--- config.mk ---
export PLATFORM = sky130hd
export DESIGN_NAME = cps_top
export DESIGN_NICKNAME = d
export VERILOG_FILES = /design/src/verilog/cps_pkg.sv /design/src/verilog/cps_dec_if.sv /design/src/verilog/cps_sync.sv /design/src/verilog/cps_decoder.sv /design/src/verilog/cps_top.sv
export SDC_FILE = /design/constraint.sdc
export NUM_CORES = 1
export LEC_CHECK = 0
export ABC_CLOCK_PERIOD_IN_PS = 2800
export BUFFER_PORTS_ARGS = -buffer_cell sky130_fd_sc_hd__buf_4
export CAP_MARGIN = 0
export CORE_ASPECT_RATIO = 1.1
export CORE_MARGIN = 2
export CORE_UTILIZATION = 40
export CTS_CLUSTER_DIAMETER = 200
export DETAILED_ROUTE_END_ITERATION = 10
export MAX_ROUTING_LAYER = met4
export PLACE_DENSITY = 0.7
export RECOVER_POWER = 100
export SYNTH_ARGS = -nofsm -noshare
export SYNTH_HDL_FRONTEND = slang
export SYNTH_HIERARCHICAL = 1
export SYNTH_SLANG_ARGS = --single-unit
--- constraint.sdc ---
create_clock -name i_clk -period 2.8 [get_ports i_clk]
set_input_delay 0.28 -clock i_clk [delete_from_list [all_inputs] [get_ports i_clk]]
set_output_delay 0.28 -clock i_clk [all_outputs]
set_load 0.01 [all_outputs]
--- src/verilog/cps_pkg.sv ---
// constants and types shared by the card power serial control block
package cps_pkg;

    // ==========================================================
    // serial word layout
    localparam int WORD_W        = 11;
    localparam int BIT_PROG_A_HI = 0;
    localparam int BIT_PROG_A_LO = 1;
    localparam int BIT_CORE_A_LO = 2;
    localparam int BIT_CORE_A_HI = 3;
    localparam int BIT_PROG_B_HI = 4;
    localparam int BIT_PROG_B_LO = 5;
    localparam int BIT_CORE_B_HI = 6;
    localparam int BIT_CORE_B_LO = 7;
    localparam int BIT_ON        = 8;
    localparam int BIT_PROG_A_X  = 9;
    localparam int BIT_PROG_B_X  = 10;

    localparam logic [WORD_W-1:0] WORD_RST = 11'h000;

    // ==========================================================
    // bit counter
    localparam int                CNT_W   = 4;
    localparam logic [CNT_W-1:0]  CNT_RST = 4'h0;
    localparam logic [CNT_W-1:0]  CNT_MAX = 4'hF;
    localparam logic [CNT_W-1:0]  CNT_FULL = 4'hB;

    // ==========================================================
    // register map and layouts
    localparam int                ADDR_W     = 8;
    localparam logic [ADDR_W-1:0] ADDR_CTRL  = 8'h00;
    localparam logic [ADDR_W-1:0] ADDR_STAT  = 8'h04;
    localparam logic [ADDR_W-1:0] ADDR_EVT   = 8'h08;
    localparam logic [ADDR_W-1:0] ADDR_HOLD  = 8'h0C;
    localparam logic [ADDR_W-1:0] ADDR_SHIFT = 8'h10;
    localparam logic [ADDR_W-1:0] ADDR_SEL   = 8'h14;
    localparam int                EVT_W      = 3;
    localparam int                EVT_FAULT  = 0;
    localparam int                EVT_IGNORE = 1;
    localparam int                EVT_LEN    = 2;
    localparam logic [EVT_W-1:0]  EVT_RST    = 3'h0;
    localparam logic [31:0]       RDATA_RST  = 32'h0000_0000;

    // ==========================================================
    // per-output supply selection
    typedef enum logic [2:0] {SUP_GND, SUP_HIZ, SUP_3V3, SUP_5V, SUP_12V} cps_supply_t;

endpackage

--- src/verilog/cps_dec_if.sv ---
// carrier between the top and the word decoder
`timescale 1ns/1ns
`default_nettype none
interface cps_dec_if;
    import cps_pkg::*;
    logic [WORD_W-1:0] word;
    logic              independent;
    logic              grounded;
    cps_supply_t       core_a;
    cps_supply_t       prog_a;
    cps_supply_t       core_b;
    cps_supply_t       prog_b;

    modport decoder (input word, input independent, input grounded,
                     output core_a, output prog_a, output core_b, output prog_b);
    modport owner   (output word, output independent, output grounded,
                     input core_a, input prog_a, input core_b, input prog_b);
endinterface
`default_nettype wire

--- src/verilog/cps_sync.sv ---
// two-flop synchroniser with rising edge detection
`timescale 1ns/1ns
`default_nettype none
module cps_sync #(
    parameter int W = 1
) (
    // clock and reset
    input  wire logic         i_clk,
    input  wire logic         i_sys_rst,
    // pins
    input  wire logic [W-1:0] i_async,
    // synchronised view
    output logic      [W-1:0] o_level,
    output logic      [W-1:0] o_rise
);
    logic [W-1:0] meta_ff;
    logic [W-1:0] sync_ff;
    logic [W-1:0] prev_ff;
    logic [1:0]   warm_ff;

    always_ff @(posedge i_clk) begin
        if (i_sys_rst) begin
            meta_ff <= '0;
            sync_ff <= '0;
        end else begin
            meta_ff <= i_async;
            sync_ff <= meta_ff;
        end
    end

    // counts the two cycles the chain needs to hold real pin samples
    always_ff @(posedge i_clk) begin
        if (i_sys_rst) begin
            warm_ff <= 2'h0;
        end else begin
            warm_ff <= {warm_ff[0], 1'b1};
        end
    end

    // edge detection stays blind until the chain is warm, so a pin already
    // high at reset release makes no false edge
    always_ff @(posedge i_clk) begin
        if (i_sys_rst || !warm_ff[1]) begin
            prev_ff <= '1;
        end else begin
            prev_ff <= sync_ff;
        end
    end

    assign o_level = sync_ff;
    assign o_rise  = sync_ff & ~prev_ff;
endmodule
`default_nettype wire

--- src/verilog/cps_decoder.sv ---
// decodes the holding word into four supply selections
`timescale 1ns/1ns
`default_nettype none
module cps_decoder
    import cps_pkg::*;
(
    cps_dec_if.decoder dec
);
    function automatic cps_supply_t core_sel(input logic hi, input logic lo);
        case ({hi, lo})
            2'h1:    core_sel = SUP_3V3;
            2'h2:    core_sel = SUP_5V;
            default: core_sel = SUP_GND;
        endcase
    endfunction

    function automatic cps_supply_t prog_sel(input logic hi, input logic lo, input logic x,
                                             input logic indep, input cps_supply_t core);
        case ({hi, lo})
            2'h0:    prog_sel = SUP_GND;
            2'h1:    prog_sel = indep ? (x ? SUP_5V : SUP_3V3) : core;
            2'h2:    prog_sel = SUP_12V;
            default: prog_sel = SUP_HIZ;
        endcase
    endfunction

    always_comb begin
        cps_supply_t ca;
        cps_supply_t cb;
        ca = core_sel(dec.word[BIT_CORE_A_HI], dec.word[BIT_CORE_A_LO]);
        cb = core_sel(dec.word[BIT_CORE_B_HI], dec.word[BIT_CORE_B_LO]);
        if (dec.grounded) begin
            dec.core_a = SUP_GND;
            dec.prog_a = SUP_GND;
            dec.core_b = SUP_GND;
            dec.prog_b = SUP_GND;
        end else if (!dec.word[BIT_ON]) begin
            dec.core_a = SUP_HIZ;
            dec.prog_a = SUP_HIZ;
            dec.core_b = SUP_HIZ;
            dec.prog_b = SUP_HIZ;
        end else begin
            dec.core_a = ca;
            dec.core_b = cb;
            dec.prog_a = prog_sel(dec.word[BIT_PROG_A_HI], dec.word[BIT_PROG_A_LO],
                                  dec.word[BIT_PROG_A_X], dec.independent, ca);
            dec.prog_b = prog_sel(dec.word[BIT_PROG_B_HI], dec.word[BIT_PROG_B_LO],
                                  dec.word[BIT_PROG_B_X], dec.independent, cb);
        end
    end
endmodule
`default_nettype wire

--- src/verilog/cps_top.sv ---
// card power serial control: serial word capture, reset handling, outputs, registers
`timescale 1ns/1ns
`default_nettype none
module cps_top
    import cps_pkg::*;
(
    // clock and reset
    input  wire logic              i_clk,
    input  wire logic              i_sys_rst,
    // serial link
    input  wire logic              i_serial_clk,
    input  wire logic              i_serial_data,
    input  wire logic              i_load_strobe,
    // reset and mode pins
    input  wire logic              i_reset_hi,
    input  wire logic              i_reset_n,
    input  wire logic              i_mode,
    // fault sensing
    input  wire logic [3:0]        i_overcurrent,
    input  wire logic              i_overtemp,
    // register port
    input  wire logic [ADDR_W-1:0] i_addr,
    input  wire logic [31:0]       i_wdata,
    input  wire logic              i_wr,
    input  wire logic              i_rd,
    output logic      [31:0]       o_rdata,
    // supply outputs
    output cps_supply_t            o_slot_a_core_supply,
    output cps_supply_t            o_slot_a_program_supply,
    output cps_supply_t            o_slot_b_core_supply,
    output cps_supply_t            o_slot_b_program_supply,
    output logic                   o_discharge_switch_one,
    output logic                   o_discharge_switch_two,
    output logic                   o_discharge_switch_three,
    output logic                   o_discharge_switch_four,
    output logic                   o_fault_flag_n
);
    // ==========================================================
    // pin synchronisation
    localparam int PIN_W = 11;

    logic [PIN_W-1:0] pin_level;
    logic [PIN_W-1:0] pin_rise;

    cps_sync #(.W(PIN_W)) u_sync (
        .i_clk     (i_clk),
        .i_sys_rst (i_sys_rst),
        .i_async   ({i_overtemp, i_overcurrent, i_mode, i_reset_n, i_reset_hi,
                     i_load_strobe, i_serial_data, i_serial_clk}),
        .o_level   (pin_level),
        .o_rise    (pin_rise)
    );

    logic       sclk_rise;
    logic       sdata;
    logic       load_rise;
    logic       rst_pin;
    logic       mode_hi;
    logic       fault_live;

    assign sclk_rise  = pin_rise[0];
    assign sdata      = pin_level[1];
    assign load_rise  = pin_rise[2];
    assign mode_hi    = pin_level[5];
    assign fault_live = |pin_level[10:6];

    // ==========================================================
    // control register
    logic ctrl_discharge_ff;

    always_ff @(posedge i_clk) begin
        if (i_sys_rst) begin
            ctrl_discharge_ff <= 1'b0;
        end else if (i_wr && i_addr == ADDR_CTRL) begin
            ctrl_discharge_ff <= i_wdata[0];
        end
    end

    // the active-low pin reads zero while synchronising, so it resets conservatively
    assign rst_pin = pin_level[3] | ~pin_level[4] | ctrl_discharge_ff;

    // ==========================================================
    // shift register and bit count
    logic [WORD_W-1:0] shift_ff;
    logic [CNT_W-1:0]  count_ff;

    always_ff @(posedge i_clk) begin
        if (i_sys_rst) begin
            shift_ff <= WORD_RST;
        end else if (sclk_rise) begin
            shift_ff <= {shift_ff[WORD_W-2:0], sdata};
        end
    end

    always_ff @(posedge i_clk) begin
        if (i_sys_rst) begin
            count_ff <= CNT_RST;
        end else if (load_rise) begin
            count_ff <= CNT_RST;
        end else if (sclk_rise && count_ff != CNT_MAX) begin
            count_ff <= count_ff + 4'h1;
        end
    end

    // ==========================================================
    // holding register and grounded state
    logic [WORD_W-1:0] hold_ff;
    logic              grounded_ff;
    logic              take_load;

    // relies on the controller to leave a clock edge clear of the strobe edge
    assign take_load = load_rise && !rst_pin;

    always_ff @(posedge i_clk) begin
        if (i_sys_rst) begin
            hold_ff <= WORD_RST;
        end else if (take_load) begin
            hold_ff <= shift_ff;
        end
    end

    always_ff @(posedge i_clk) begin
        if (i_sys_rst) begin
            grounded_ff <= 1'b1;
        end else if (rst_pin) begin
            grounded_ff <= 1'b1;
        end else if (take_load) begin
            grounded_ff <= 1'b0;
        end
    end

    // ==========================================================
    // decode and registered outputs
    cps_dec_if dec ();

    assign dec.word        = hold_ff;
    assign dec.independent = mode_hi;
    assign dec.grounded    = grounded_ff | rst_pin;

    cps_decoder u_dec (
        .dec (dec.decoder)
    );

    always_ff @(posedge i_clk) begin
        if (i_sys_rst) begin
            o_slot_a_core_supply    <= SUP_GND;
            o_slot_a_program_supply <= SUP_GND;
            o_slot_b_core_supply    <= SUP_GND;
            o_slot_b_program_supply <= SUP_GND;
        end else begin
            o_slot_a_core_supply    <= dec.core_a;
            o_slot_a_program_supply <= dec.prog_a;
            o_slot_b_core_supply    <= dec.core_b;
            o_slot_b_program_supply <= dec.prog_b;
        end
    end

    always_ff @(posedge i_clk) begin
        if (i_sys_rst) begin
            o_discharge_switch_one   <= 1'b1;
            o_discharge_switch_two   <= 1'b1;
            o_discharge_switch_three <= 1'b1;
            o_discharge_switch_four  <= 1'b1;
        end else begin
            o_discharge_switch_one   <= dec.core_a == SUP_GND;
            o_discharge_switch_two   <= dec.prog_a == SUP_GND;
            o_discharge_switch_three <= dec.core_b == SUP_GND;
            o_discharge_switch_four  <= dec.prog_b == SUP_GND;
        end
    end

    always_ff @(posedge i_clk) begin
        if (i_sys_rst) begin
            o_fault_flag_n <= 1'b1;
        end else begin
            o_fault_flag_n <= ~fault_live;
        end
    end

    // ==========================================================
    // sticky events, write one to clear, a new event wins
    logic [EVT_W-1:0] evt_ff;
    logic [EVT_W-1:0] evt_set;
    logic [EVT_W-1:0] evt_clr;

    always_comb begin
        evt_set             = EVT_RST;
        evt_set[EVT_FAULT]  = fault_live;
        evt_set[EVT_IGNORE] = load_rise && rst_pin;
        evt_set[EVT_LEN]    = take_load && count_ff != CNT_FULL;
        evt_clr             = (i_wr && i_addr == ADDR_EVT) ? i_wdata[EVT_W-1:0] : EVT_RST;
    end

    always_ff @(posedge i_clk) begin
        if (i_sys_rst) begin
            evt_ff <= EVT_RST;
        end else begin
            evt_ff <= (evt_ff & ~evt_clr) | evt_set;
        end
    end

    // ==========================================================
    // read port, data valid only in the cycle after the strobe
    logic [31:0] rd_mux;

    always_comb begin
        rd_mux = RDATA_RST;
        if (i_addr == ADDR_CTRL) begin
            rd_mux = {31'h0000_0000, ctrl_discharge_ff};
        end else if (i_addr == ADDR_STAT) begin
            rd_mux = {24'h00_0000, count_ff, mode_hi, fault_live, rst_pin, grounded_ff};
        end else if (i_addr == ADDR_EVT) begin
            rd_mux = {29'h0000_0000, evt_ff};
        end else if (i_addr == ADDR_HOLD) begin
            rd_mux = {21'h00_0000, hold_ff};
        end else if (i_addr == ADDR_SHIFT) begin
            rd_mux = {21'h00_0000, shift_ff};
        end else if (i_addr == ADDR_SEL) begin
            rd_mux = {20'h0_0000, o_slot_b_program_supply, o_slot_b_core_supply,
                      o_slot_a_program_supply, o_slot_a_core_supply};
        end
    end

    always_ff @(posedge i_clk) begin
        if (i_sys_rst) begin
            o_rdata <= RDATA_RST;
        end else if (i_rd) begin
            o_rdata <= rd_mux;
        end else begin
            o_rdata <= RDATA_RST;
        end
    end
endmodule
`default_nettype wire

==> results.md <==
Power:
- Sequential cells burn ~58% of the power.
- The maximum ir drop on the vdd rail is ~0.28 mV.
- Dividing total power by cell area gives a power density of roughly 560 nW/um2.
- The cell-internal power is ~1.6 mW.
- Net switching is about a quarter of the power.
- The static leakage power is about 1.4 nW.
- In this run the power spent charging and discharging nets is 545 uW.
- The clock network accounts for a little under two fifths of the total power.
- Of the total power, combinational logic draws 5.3%.

Cells and area:
- The signed area change from the synthesized netlist to the final layout is 12.4%.
- The count of nets after finishing is 465.
- Of the cells placed in the final design, the portion with a size suffix greater than 1 is between 10% and 20%.
- The number of antenna cells inserted is 0.
- The count of fill cells added during filler insertion is roughly 820.

Detailed routing:
- In this run the remaining antenna-violating nets after routing total 0.
- Wires add up to ~7 mm.
- The via density per instance is ~4.9.
- The residual DRC count is 0.
- The wire length per cell is 13.4 um.
- The number of violations reported at the end of detailed-routing iteration 0 is ~130.
- The number of optimization iterations in the first detailed-route pass is 4.
- Summing over every cut layer, the via total after detailed routing is approximately 2500.

STA:
- Based on the critical path, the design can be clocked at up to 0.476 GHz.
- After routing, the total negative slack on setup checks comes to 0 ns.
- The post-route clock skew is 0.00999 ns.
- Setup violations remaining at the end of the flow were counted as 0.
- The minimum setup slack in the final design is 0.698 ns.
- The relative slew slack is under 10%.
- The final critical delay including setup and external delays is between 2 and 2.5 ns.
- The final period utilization is approximately three quarters.
- The tightest hold path in the finished design has a slack of between 0.1 and 0.15 ns.
- The final max-slew violation count is 0.
- Setup repair after global routing left no endpoint under its margin.
- For the pin with the worst max-slew slack, the measured transition is between 1 and 1.5 ns.
- The number of hold violations in the final report was 0.

Global route:
- Global routing consumed, over all layers together, roughly 16% of the routing resources.
- Summed over all layers, the global routing overflow is 0.
- The pin count of the biggest net entering global routing is 37.
- The initial antenna violation count is 0.
- The via count of the first global-routing pass is 2336.
- The global-route wire length before repair is ~11 mm.

Synth:
- The synthesized netlist occupies a cell area of 3450 um2.
- During synthesis, Yosys emitted a total of 6 warnings.
- A synthesized cell averages 9.61 um2.
- Synthesis produced between 300 and 400 cells.

Setup path:
- The largest driver fanout on the critical path is 36.
- The critical path starts at i_sys_rst.
- The number of cells on the worst reg-to-reg path is 4.
- The worst setup path is captured at a flop.
- The data required time at the worst endpoint is 3.07 ns.
- STA classifies the critical path startpoint as a primary input.
- The critical path is of the in -> reg type.
- For the worst setup path, the data arrival time is between 2 and 2.5 ns.
- In this run the critical register-to-register path is captured at evt_ff[2]$_SDFF_PP0_.
- The slack of the worst reg-to-reg path is 0.83 ns.
- The beginning of the worst register-to-register path is u_sync/o_level[2]$_SDFF_PP0_.

Clock tree:
- The H-tree was split into 3 levels.
- No sink is reached through more buffers than the 2 on the longest clock path.
- The number of setup buffers added after CTS is 0.
- Clock tree synthesis inserted a total of 9 buffers.
- The TritonCTS sink count is 86.
- The clock root buffer master is sky130_fd_sc_hd__clkbuf_8.
- The TritonCTS clock tree is yes.
- Clock-pin slew was measured on the worst setup and hold paths at approximately 0.09 ns.
- In this run, post-CTS hold repair placed 0 buffers.
- Once the clock tree was built, the resizer swapped 0 gates to a different size.
- At the later pin of the worst-skew pair, clock insertion delay measures about 0.36 ns.

Floorplan:
- In this run the standard cell core region covers 8360 um2.
- Once the floorplan was initialized, standard cells occupied around 41% of the core.
- The boundary pin count is between 100 and 150.
- The die covers 9380 um2.
- The die height is between 100 and 150 um.
- The placement row count is 35.
- The floorplan step set the die width to slightly above 90 um.

Worst hold path:
- The path class of the tightest hold or removal check is in -> reg.
- The depth of the worst hold-timing path is 2.
- The terminating pin of the worst hold path is u_sync/meta_ff[4]$_SDFF_PP0_.
- In this run the most critical hold path is launched from i_reset_n.

Job:
- The count of max-cap constraint violations is 0.

Place:
- Summed over all nets, the half-perimeter wirelength after detailed placement is 5.07 mm.
- At the placement stage, the worst setup path has a slack of just under 0.9 ns.
- The routability-driven placement congestion ratio is around 0.83.
- In this run the tool buffered the top-level ports with 54 buffer cells.

Outcome:
- The flow ran to the end, and the final reports show no timing, DRC or antenna violations.
[cell type report]
| cell class | instances | area [um2] | share of cell area (%) |
|---|---|---|---|
| flip-flops and latches | 86 | 1720 | 44.4 |
| multi-input cells | 241 | 1480 | 38.3 |
| inverters | 13 | 48.8 | 1.26 |
| well taps | 111 | 139 | 3.58 |
| clock buffers | 9 | 124 | 3.20 |
| repair buffers | 56 | 302 | 7.78 |
| clock inverters | 7 | 56.3 | 1.45 |
[through the flow]
step	util [%]	total power [mW]	std cells	instance area (um2)
2_1_floorplan	-	1.38	379	3520
3_3_place_gp	45.8	1.40	507	3830
3_5_place_dp	45.8	1.40	507	3830
4_1_cts	48.0	2.20	523	4010
5_1_grt	46.3	2.26	523	3870
6_report	46.3	2.17	523	3870
[layer usage]
layer / GRT usage (%) / up-vias / share of wire [%]
li1: - / 1273 / -
met1: 19.1 / 1178 / 43
met2: 26.1 / 89 / 50
met3: 4.69 / 7 / 6.7
met4: 4.82 / 0 / 0.60
met5: - / - / 0
[registers in the layout, summed over array words and instances (netlist names), 4 cells and up]
| signal | flops |
|---|---|
| o_rdata | 12 |
| dec.word | 11 |
| shift_ff | 11 |
| u_sync/meta_ff | 11 |
| u_sync/o_level | 11 |
| count_ff | 4 |
[critical path, stage by stage]
cell	delay, ns
sky130_fd_sc_hd__clkbuf_1	0.99
sky130_fd_sc_hd__clkbuf_2	0.73
sky130_fd_sc_hd__nor2b_1	0.13
sky130_fd_sc_hd__nor3_1	0.24
[placed cells by master (no fill, tap or decap), types with 5 or more instances in the layout]
| cell type | instances |
|---|---|
| sky130_fd_sc_hd__nor2b_1 | 40 |
| sky130_fd_sc_hd__clkbuf_1 | 31 |
| sky130_fd_sc_hd__nor3_1 | 12 |
| sky130_fd_sc_hd__o21ai_0 | 5 |
| sky130_fd_sc_hd__clkbuf_8 | 9 |
| sky130_fd_sc_hd__inv_1 | 13 |
| sky130_fd_sc_hd__dfxtp_1 | 86 |
| sky130_fd_sc_hd__buf_4 | 24 |
| sky130_fd_sc_hd__conb_1 | 22 |
| sky130_fd_sc_hd__nand3_1 | 6 |
| sky130_fd_sc_hd__a21oi_1 | 22 |
| sky130_fd_sc_hd__nor2_1 | 23 |
| sky130_fd_sc_hd__nand2_1 | 33 |
| sky130_fd_sc_hd__nor3b_1 | 5 |
| sky130_fd_sc_hd__mux2i_1 | 22 |
[worst max path at each step]
stage	slack, ns	end
detailed placement	0.87	o_discharge_switch_four$_SDFF_PP1_
finish	0.70	o_discharge_switch_one$_SDFF_PP1_
CTS	0.84	o_discharge_switch_four$_SDFF_PP1_
global placement	0.96	o_discharge_switch_four$_SDFF_PP1_
global route	0.38	o_discharge_switch_one$_SDFF_PP1_
floorplan	1.27	o_discharge_switch_four$_SDFF_PP1_
[power by group through the flow]
| stage | combinational (mW) | clock (mW) | sequential, mW |
|---|---|---|---|
| after global routing | 0.129 | 0.875 | 1.26 |
| after global placement | 0.121 | 0 | 1.28 |
| final | 0.115 | 0.801 | 1.25 |
| after CTS | 0.123 | 0.820 | 1.25 |
| after floorplan | 0.0955 | 0 | 1.28 |
| after detailed placement | 0.122 | 0 | 1.28 |
No activity file was read; power rests on OpenSTA's default activity.
